$ cat src/shared/sapc_map.svh
// Constants of the APPROXIMATION_REGISTER converter parallel-port control block
// Behaviour
// Select low and read/convert falling starts hold and a new conversion.
// Select low and read/convert rising drives stored result onto data outputs.
// Select ORed with read/convert; select falling while read/convert low starts conversion.
// Select falling while read/convert high enables the result onto the bus.
// Data lines float whenever select is high or read/convert is low.
// Byte select low gives normal order; high swaps upper and lower bytes.
// Busy is low throughout a conversion and high otherwise.
// The new result is valid when busy returns high.
// Host keeps select or read/convert high when busy rises, else reconversion; here start needs a falling edge, so lines held low do not reconvert.
// Host returns read/convert high within 1 us after start.
// Approximation register cleared at the start of each conversion.
// Start edges during a conversion are ignored.
// Bits decided in sequence from most significant down to least.
// At completion the approximation register is copied to the output latches.
// Host allows at least 1.5 us acquisition between conversions.
// Result is presented in two's complement format.
// Internal clock completes a conversion in about 2.3 us.
// Host holds the start input low for at least 40 ns.
// After reset the block idles with busy high and nothing running.
`ifndef SAPC_MAP_SVH
`define SAPC_MAP_SVH
`define SAPC_CLK_PERIOD_NS 100
`define SAPC_CONV_TIME_NS 2300
`define SAPC_CONV_CYCLES (`SAPC_CONV_TIME_NS / `SAPC_CLK_PERIOD_NS)
`define SAPC_RESULT_RESET 16'h0000
`define SAPC_DATA_WIDTH 16
`endif

$ cat src/shared/sapc_pkg.sv
// Types of the APPROXIMATION_REGISTER converter parallel-port control block
package sapc_pkg;
    typedef enum logic [2:0] {
        SAPC_IDLE = 3'b001,
        SAPC_CONV = 3'b010,
        SAPC_DONE = 3'b100
    } sapc_state_t;

    typedef struct packed {
        logic selectN;
        logic readConvertN;
        logic byteSwap;
    } sapc_ctrl_t;

    typedef struct packed {
        logic [15:0] dataOut;
        logic [15:0] dataOe;
    } sapc_bus_t;
endpackage

$ cat src/rtl/sapc_control.sv
// Control, approximation and output logic of the sampling converter
`timescale 1ns/1ps
`default_nettype none
`include "sapc_map.svh"
module sapc_control #(
    parameter int DATA_WIDTH  = `SAPC_DATA_WIDTH,
    parameter int CONV_CYCLES = `SAPC_CONV_CYCLES
) (
    input  wire logic               clk,
    input  wire logic               rst,
    input  wire sapc_pkg::sapc_ctrl_t ctrl,
    input  wire logic               compareHigh,
    output logic                    sampleHold,
    output logic [DATA_WIDTH-1:0]   trialCode,
    output logic                    busyN,
    output sapc_pkg::sapc_bus_t     bus
);
    import sapc_pkg::*;

    initial begin
        // Byte swap and bus struct are fixed at sixteen lines
        if (DATA_WIDTH != 16) begin
            $error("sapc_control: data width must be 16");
        end
        // One cycle per bit decision at least
        if (CONV_CYCLES < DATA_WIDTH) begin
            $error("sapc_control: too few conversion cycles");
        end
    end

    localparam int CW = $clog2(CONV_CYCLES + 1);
    localparam int BW = $clog2(DATA_WIDTH);
    localparam logic [CW-1:0] CONV_LAST = CW'(CONV_CYCLES - 1);
    // Cycles per bit decision, rest spent before the first bit
    localparam int BIT_CYCLES = CONV_CYCLES / DATA_WIDTH;
    localparam int LEAD = CONV_CYCLES - BIT_CYCLES * DATA_WIDTH;

    // Internal OR of select and read/convert
    logic startLine;
    logic startLine_q;
    logic readLine;
    logic startEdge;
    assign startLine = ctrl.selectN | ctrl.readConvertN;
    assign readLine  = !ctrl.selectN && ctrl.readConvertN;
    assign startEdge = startLine_q && !startLine;

    sapc_state_t state_q;
    sapc_state_t state_d;
    logic [CW-1:0] count_q;
    logic [CW-1:0] count_d;
    logic [BW-1:0] bitIdx_q;
    logic [BW-1:0] bitIdx_d;
    logic [DATA_WIDTH-1:0] sar_q;
    logic [DATA_WIDTH-1:0] sar_d;
    logic [DATA_WIDTH-1:0] latch_q;
    logic [DATA_WIDTH-1:0] latch_d;
    logic bitStrobe;

    assign bitStrobe = (count_q >= CW'(LEAD)) &&
        (((count_q - CW'(LEAD)) % CW'(BIT_CYCLES)) == CW'(BIT_CYCLES - 1));

    always_comb begin
        state_d  = state_q;
        count_d  = count_q;
        bitIdx_d = bitIdx_q;
        sar_d    = sar_q;
        latch_d  = latch_q;
        case (state_q)
            SAPC_IDLE: begin
                if (startEdge) begin
                    state_d  = SAPC_CONV;
                    count_d  = '0;
                    bitIdx_d = BW'(DATA_WIDTH - 1);
                    sar_d    = '0;
                end
            end
            SAPC_CONV: begin
                // Start edges are not looked at here
                count_d = count_q + CW'(1);
                if (bitStrobe) begin
                    sar_d[bitIdx_q] = compareHigh;
                    bitIdx_d = bitIdx_q - BW'(1);
                end
                if (count_q == CONV_LAST) begin
                    state_d = SAPC_DONE;
                end
            end
            SAPC_DONE: begin
                latch_d = sar_q;
                state_d = SAPC_IDLE;
            end
            default: begin
                state_d = SAPC_IDLE;
            end
        endcase
    end

    always_ff @(posedge clk or posedge rst) begin
        if (rst) begin
            state_q     <= SAPC_IDLE;
            count_q     <= '0;
            bitIdx_q    <= '0;
            sar_q       <= '0;
            latch_q     <= `SAPC_RESULT_RESET;
            startLine_q <= 1'b1;
        end else begin
            state_q     <= state_d;
            count_q     <= count_d;
            bitIdx_q    <= bitIdx_d;
            sar_q       <= sar_d;
            latch_q     <= latch_d;
            startLine_q <= startLine;
        end
    end

    // Trial word: decided bits, current bit set, lower bits clear
    always_comb begin
        trialCode = sar_q;
        if (state_q == SAPC_CONV) begin
            trialCode[bitIdx_q] = 1'b1;
        end
    end

    assign sampleHold = (state_q != SAPC_IDLE);
    assign busyN = (state_q == SAPC_IDLE);

    // Bus enabled by the read condition, which the rising or select edge opens
    logic [DATA_WIDTH-1:0] ordered;
    assign ordered = ctrl.byteSwap ? {latch_q[7:0], latch_q[15:8]} : latch_q;
    assign bus.dataOut = ordered;
    assign bus.dataOe  = {DATA_WIDTH{readLine}};

    property p_start;
        @(posedge clk) disable iff (rst)
        (startEdge && state_q == SAPC_IDLE) |=> (state_q == SAPC_CONV && sar_q == '0);
    endproperty
    a_start: assert property (p_start) else $error("start edge did not begin conversion");

    property p_busy_len;
        @(posedge clk) disable iff (rst)
        $fell(busyN) |-> !busyN [*8];
    endproperty
    a_busy_len: assert property (p_busy_len) else $error("busy too short");

    property p_busy_end;
        @(posedge clk) disable iff (rst)
        $fell(busyN) |-> ##[20:30] busyN;
    endproperty
    a_busy_end: assert property (p_busy_end) else $error("conversion did not end in time");

    property p_valid;
        @(posedge clk) disable iff (rst)
        $rose(busyN) |-> (latch_q == $past(sar_q));
    endproperty
    a_valid: assert property (p_valid) else $error("result not valid at busy rise");

    property p_latch_hold;
        @(posedge clk) disable iff (rst)
        (state_q == SAPC_CONV) |=> $stable(latch_q);
    endproperty
    a_latch_hold: assert property (p_latch_hold) else $error("latch changed mid conversion");

    property p_norestart;
        @(posedge clk) disable iff (rst)
        (state_q == SAPC_CONV && count_q != CONV_LAST) |=> (state_q == SAPC_CONV && count_q == $past(count_q) + CW'(1));
    endproperty
    a_norestart: assert property (p_norestart) else $error("conversion restarted");

    property p_hiz;
        @(posedge clk) disable iff (rst)
        (ctrl.selectN || !ctrl.readConvertN) |-> (bus.dataOe == '0);
    endproperty
    a_hiz: assert property (p_hiz) else $error("bus driven while deselected");

    property p_swap;
        @(posedge clk) disable iff (rst)
        ctrl.byteSwap |-> (bus.dataOut[7:0] == latch_q[15:8]);
    endproperty
    a_swap: assert property (p_swap) else $error("byte swap wrong");

    property p_msb_first;
        @(posedge clk) disable iff (rst)
        (state_q == SAPC_CONV && bitStrobe) |=> (bitIdx_q == $past(bitIdx_q) - BW'(1));
    endproperty
    a_msb_first: assert property (p_msb_first) else $error("bit order wrong");

    // Start and busy behaviour

    property p_busy_start;
        @(posedge clk) disable iff (rst)
        (startEdge && state_q == SAPC_IDLE) |=> !busyN;
    endproperty
    a_busy_start: assert property (p_busy_start) else $error("busy did not fall on start");

    property p_busy_conv;
        @(posedge clk) disable iff (rst)
        (state_q == SAPC_CONV) |-> !busyN;
    endproperty
    a_busy_conv: assert property (p_busy_conv) else $error("busy high during conversion");

    property p_hold_busy;
        @(posedge clk) disable iff (rst)
        !busyN |-> sampleHold;
    endproperty
    a_hold_busy: assert property (p_hold_busy) else $error("sampler not in hold while busy");

    property p_ignore;
        @(posedge clk) disable iff (rst)
        (startEdge && state_q == SAPC_CONV) |=> (state_q != SAPC_IDLE);
    endproperty
    a_ignore: assert property (p_ignore) else $error("start edge disturbed conversion");

    property p_idle_still;
        @(posedge clk) disable iff (rst)
        (state_q == SAPC_IDLE && !startEdge) |=> (state_q == SAPC_IDLE);
    endproperty
    a_idle_still: assert property (p_idle_still) else $error("conversion without start edge");

    property p_sample_idle;
        @(posedge clk) disable iff (rst)
        (state_q == SAPC_IDLE) |-> !sampleHold;
    endproperty
    a_sample_idle: assert property (p_sample_idle) else $error("sampler held while idle");

    // Conversion sequencing

    property p_seq_init;
        @(posedge clk) disable iff (rst)
        (startEdge && state_q == SAPC_IDLE) |=> (count_q == '0 && bitIdx_q == BW'(DATA_WIDTH - 1));
    endproperty
    a_seq_init: assert property (p_seq_init) else $error("sequence not started at top bit");

    property p_lead_quiet;
        @(posedge clk) disable iff (rst)
        (state_q == SAPC_CONV && count_q < CW'(LEAD)) |=> $stable(sar_q);
    endproperty
    a_lead_quiet: assert property (p_lead_quiet) else $error("bit decided before lead end");

    property p_trial_bit;
        @(posedge clk) disable iff (rst)
        (state_q == SAPC_CONV) |-> trialCode[bitIdx_q];
    endproperty
    a_trial_bit: assert property (p_trial_bit) else $error("trial bit not set");

    property p_conv_end;
        @(posedge clk) disable iff (rst)
        (state_q == SAPC_CONV && count_q == CONV_LAST) |=> (state_q == SAPC_DONE);
    endproperty
    a_conv_end: assert property (p_conv_end) else $error("conversion did not finish");

    property p_bit_done;
        @(posedge clk) disable iff (rst)
        (state_q == SAPC_DONE) |-> (bitIdx_q == BW'(DATA_WIDTH - 1));
    endproperty
    a_bit_done: assert property (p_bit_done) else $error("not every bit decided");

    // Output latch and bus

    property p_latch_load;
        @(posedge clk) disable iff (rst)
        (state_q == SAPC_DONE) |=> (latch_q == $past(sar_q));
    endproperty
    a_latch_load: assert property (p_latch_load) else $error("result not loaded");

    property p_sar_keep;
        @(posedge clk) disable iff (rst)
        (state_q == SAPC_DONE) |=> $stable(sar_q);
    endproperty
    a_sar_keep: assert property (p_sar_keep) else $error("register changed at load");

    property p_done_once;
        @(posedge clk) disable iff (rst)
        (state_q == SAPC_DONE) |=> (state_q == SAPC_IDLE);
    endproperty
    a_done_once: assert property (p_done_once) else $error("busy not released after load");

    property p_latch_idle;
        @(posedge clk) disable iff (rst)
        (state_q == SAPC_IDLE) |=> $stable(latch_q);
    endproperty
    a_latch_idle: assert property (p_latch_idle) else $error("latch changed while idle");

    property p_read_en;
        @(posedge clk) disable iff (rst)
        (!ctrl.selectN && ctrl.readConvertN) |-> (bus.dataOe == '1);
    endproperty
    a_read_en: assert property (p_read_en) else $error("bus not enabled for read");

    property p_straight;
        @(posedge clk) disable iff (rst)
        !ctrl.byteSwap |-> (bus.dataOut == latch_q);
    endproperty
    a_straight: assert property (p_straight) else $error("word order wrong");

    property p_swap_hi;
        @(posedge clk) disable iff (rst)
        ctrl.byteSwap |-> (bus.dataOut[15:8] == latch_q[7:0]);
    endproperty
    a_swap_hi: assert property (p_swap_hi) else $error("upper swapped byte wrong");

    // Scenario covers

    c_retry: cover property (@(posedge clk) disable iff (rst) startEdge && state_q == SAPC_CONV);
    c_conv: cover property (@(posedge clk) disable iff (rst) $rose(busyN));
    c_read: cover property (@(posedge clk) disable iff (rst) $rose(readLine));
    c_swap: cover property (@(posedge clk) disable iff (rst) readLine && ctrl.byteSwap);
endmodule
`default_nettype wire

$ cat config.mk
export PLATFORM = sky130hd
export DESIGN_NAME = sapc_control
export DESIGN_NICKNAME = d
export VERILOG_FILES = /design/src/shared/sapc_pkg.sv /design/src/rtl/sapc_control.sv
export VERILOG_INCLUDE_DIRS = /design/src /design/src/shared
export SDC_FILE = /design/constraint.sdc
export NUM_CORES = 1
export LEC_CHECK = 0
export ABC_CLOCK_PERIOD_IN_PS = 1930
export BUFFER_PORTS_ARGS = -buffer_cell sky130_fd_sc_hd__buf_2
export CORE_ASPECT_RATIO = 0.8
export CORE_MARGIN = 5
export CORE_UTILIZATION = 54
export CTS_CLUSTER_DIAMETER = 40
export CTS_CLUSTER_SIZE = 28
export DETAILED_ROUTE_END_ITERATION = 12
export HOLD_SLACK_MARGIN = 0.1
export PLACE_DENSITY = 0.8
export SETUP_SLACK_MARGIN = 0.15
export SYNTH_ARGS = -nofsm -noshare
export SYNTH_HDL_FRONTEND = slang
export SYNTH_SLANG_ARGS = --single-unit
$ cat constraint.sdc
create_clock -name clk -period 1.93 [get_ports clk]
set_input_delay 0.2895 -clock clk [delete_from_list [all_inputs] [get_ports clk]]
set_output_delay 0.2895 -clock clk [all_outputs]
set_load 0.05 [all_outputs]
==> impl_metrics.json <==
{
  "p_leak_uw": 0.00181,
  "setup_tns_ns": -0.0651,
  "grt.met1_usage_pct": 30.2,
  "cts_tree": "done",
  "overflow": 0,
  "rsz0062_at_grt": "yes",
  "critPathKind": "reg2out",
  "grt_use_met3_pct": 6.44,
  "antenna_cells": 0,
  "route.detailed.drc": 0,
  "die_area_sq_um": 6170,
  "ys.flop_type": "dfrtp_1",
  "grt_use_met2_pct": 34.0,
  "cts.sinks": 45,
  "start_util_pct": 55.4,
  "yosysSeqAreaShare_pct": 44.6,
  "cellPowerDensity_nw_per_um2": 795,
  "fin_skew_ns": 0.0104,
  "antenna_found_initial": 0,
  "dp.cells": 330,
  "viasPerCell": 6.01,
  "core_sq_um": 4570,
  "synth_area_leader_cell": "dfrtp_1",
  "slew_headroom_pct": 61.3,
  "cts_made_buffers": 5,
  "preCtsSetupSlack_ns": 0.0882,
  "cts_root_buffer": "clkbuf_8",
  "die_w_um": 86.5,
  "drt_wl_total_um": 7340,
  "htreeDepth": 2,
  "yosysTopAreaCellShare_pct": 42.5,
  "syn_nets": 241,
  "nNetsFinal": 307,
  "cp.arrival_ns": 1.68,
  "synth_warnings": 0,
  "first_global_vias": 1954,
  "cts.clk_slew.worst_paths_ns": 0.09,
  "avgSynthCellArea_sq_um": 11.1,
  "final_common_cell": "dfrtp_1",
  "fin_crit_sh_pct": 102,
  "syn_to_final_growth_pct": 48.2,
  "yosysUniqueCellTypes": 33,
  "numPortBuffers": 55,
  "final_cell_mix": "39 x dfrtp_1, 37 x buf_2, 22 x mux2_2",
  "hpwl_um": 4060,
  "status": "finished, violations left",
  "tightest_slew_ns": 0.581,
  "insertion_delay_ns": 0.31,
  "vias": 2139,
  "period_needed_ns": 1.97,
  "layout_setup_ws_ns": -0.0397,
  "wl_per_cell_um": 20.6,
  "die-height_um": 71.2,
  "drt_iter0_drc": 168,
  "maxCapViolCount": 0,
  "hold_viol_final": 0,
  "power_frac_seq_pct": 37.9,
  "crit_fanout": 5,
  "min_path_type": "in2async",
  "grt_use_total_pct": 22.2,
  "finalNonFillerCells": 356,
  "grt.busiest_layer": "met2",
  "p_sw_uw": 1190,
  "synthesis.area_sq_um": 2530,
  "dr.pass1.iters": 4,
  "num_rows": 22,
  "power_frac_clock_pct": 20.0,
  "async_flop_share_pct": 100,
  "synth-seq-cells": 45,
  "peakVddDrop_mv": 0.509,
  "setup_violations": 3,
  "crit_required_ns": 1.64,
  "synth_edf_count": 0,
  "ios": 56,
  "switching_share_pct": 39.9,
  "fmax_mhz": 508,
  "final_antenna_net_count": 0,
  "start_kind": "flip-flop",
  "p_int_uw": 1790,
  "grt_pass1_wl_um": 10500,
  "combPwrFrac_pct": 42.1,
  "finalMaxSlewViolations": 0,
  "layout-drive-gt1-share_pct": 58.4,
  "gp_congestion": 0.860,
  "violations": "negative setup slack",
  "syn_inst": 229,
  "cp-end-kind": "output pin",
  "synth.area.top_cells": "dfrtp_1 43%, mux2_2 9.8%, mux2i_1 5.5%",
  "grt_start_max_net_pins": 46,
  "cts.path.max_buffers": 2
}
cell usage after synthesis, types with 4 or more instances:
cell        n
buf_2       4
nor2b_1     4
clkbuf_1    5
o21ai_1     7
inv_1       8
o21bai_1   13
mux2i_1    14
a21oi_1     7
nor3_1      4
nand2_1    20
nor2_1      5
o2bb2ai_1  11
mux2_1     10
mux2_2     22
ha_1        6
dfrtp_1    43
buf_4      16
nand3_1     4
cells by family after synthesis:
group           count (synthesis)  share of synthesized area (%)
fa+ha+maj                       6                           2.97
flops                          45                           44.6
buf+inv                        33                           7.46
simple gates                   47                           9.84
mux                            46                           19.8
compound gates                 52                           15.4
sequential cells by signal (all words and copies together) (netlist names):
name,cells
sar_q,16
state_q,3
count_q,5
latch_q,16
bitIdx_q,4
startLine_q,1
worst max-delay path: stages (launching register included):
cell and delay [ns]:
dfrtp_2 0.45, inv_2 0.10, ha_2 0.26, nand3_2 0.17
o21bai_4 0.21, buf_6 0.18
layer usage:
metal | part of all wire [%] | vias up
li1 | - | 955
met3 | 8.2 | 28
met1 | 41 | 1052
met5 | 0 | -
met4 | 3.5 | 0
met2 | 47 | 104
final cells by class:
class,count,area [sq um]
well taps,60,75.1
fillers,239,817
inverters,8,30.0
repair buffers,84,746
multi-input cells,151,1680
clock buffers,5,68.8
flip-flops and latches,45,1130
clock inverters,3,17.5
through the flow:
step / total power [uW] / util (%) / hold slack (ns) / cell area (sq um)
final: 2980 / 82.1 / 0.0995 / 3750
after global routing: 3100 / 82.1 / 0.163 / 3750
after CTS: 2810 / 75.1 / 0.121 / 3430
after detailed placement: 2020 / 65.0 / 0.462 / 2970
after global placement: 2000 / 65.0 / 0.458 / 2970
after floorplan: 1830 / - / 0.377 / 2690
final timing paths:
path | end | cells after the start | from | slack, ns
max in group asynchronous | bitIdx_q[2] | 3 | rst | 1.39
min in group clk | startLine_q | 3 | ctrl[2] | 0.19
setup reg to reg | sar_q[9] | 7 | state_q[0] | 0.06
hold / removal | sar_q[8] | 3 | rst | 0.1
hold reg to reg | latch_q[8] | 1 | latch_q[8] | 0.51
setup / recovery | trialCode[14] | 5 | bitIdx_q[0] | -0.04
power groups by stage:
stage	clock (uW)	combinational [uW]	sequential, uW
2_1_floorplan	0	706	1120
3_5_place_dp	0	893	1130
4_1_cts	594	1100	1110
6_report	597	1260	1130
3_3_place_gp	0	881	1120
5_1_grt	645	1320	1140
repair_timing:
action,CTS,global route
gates cloned,2,1
pin swaps,14,5
hold buffers,0,0
gates resized for setup,60,42
endpoints found under the setup margin,29,35
setup buffers,11,4
No activity file was read; power rests on OpenSTA's default activity.
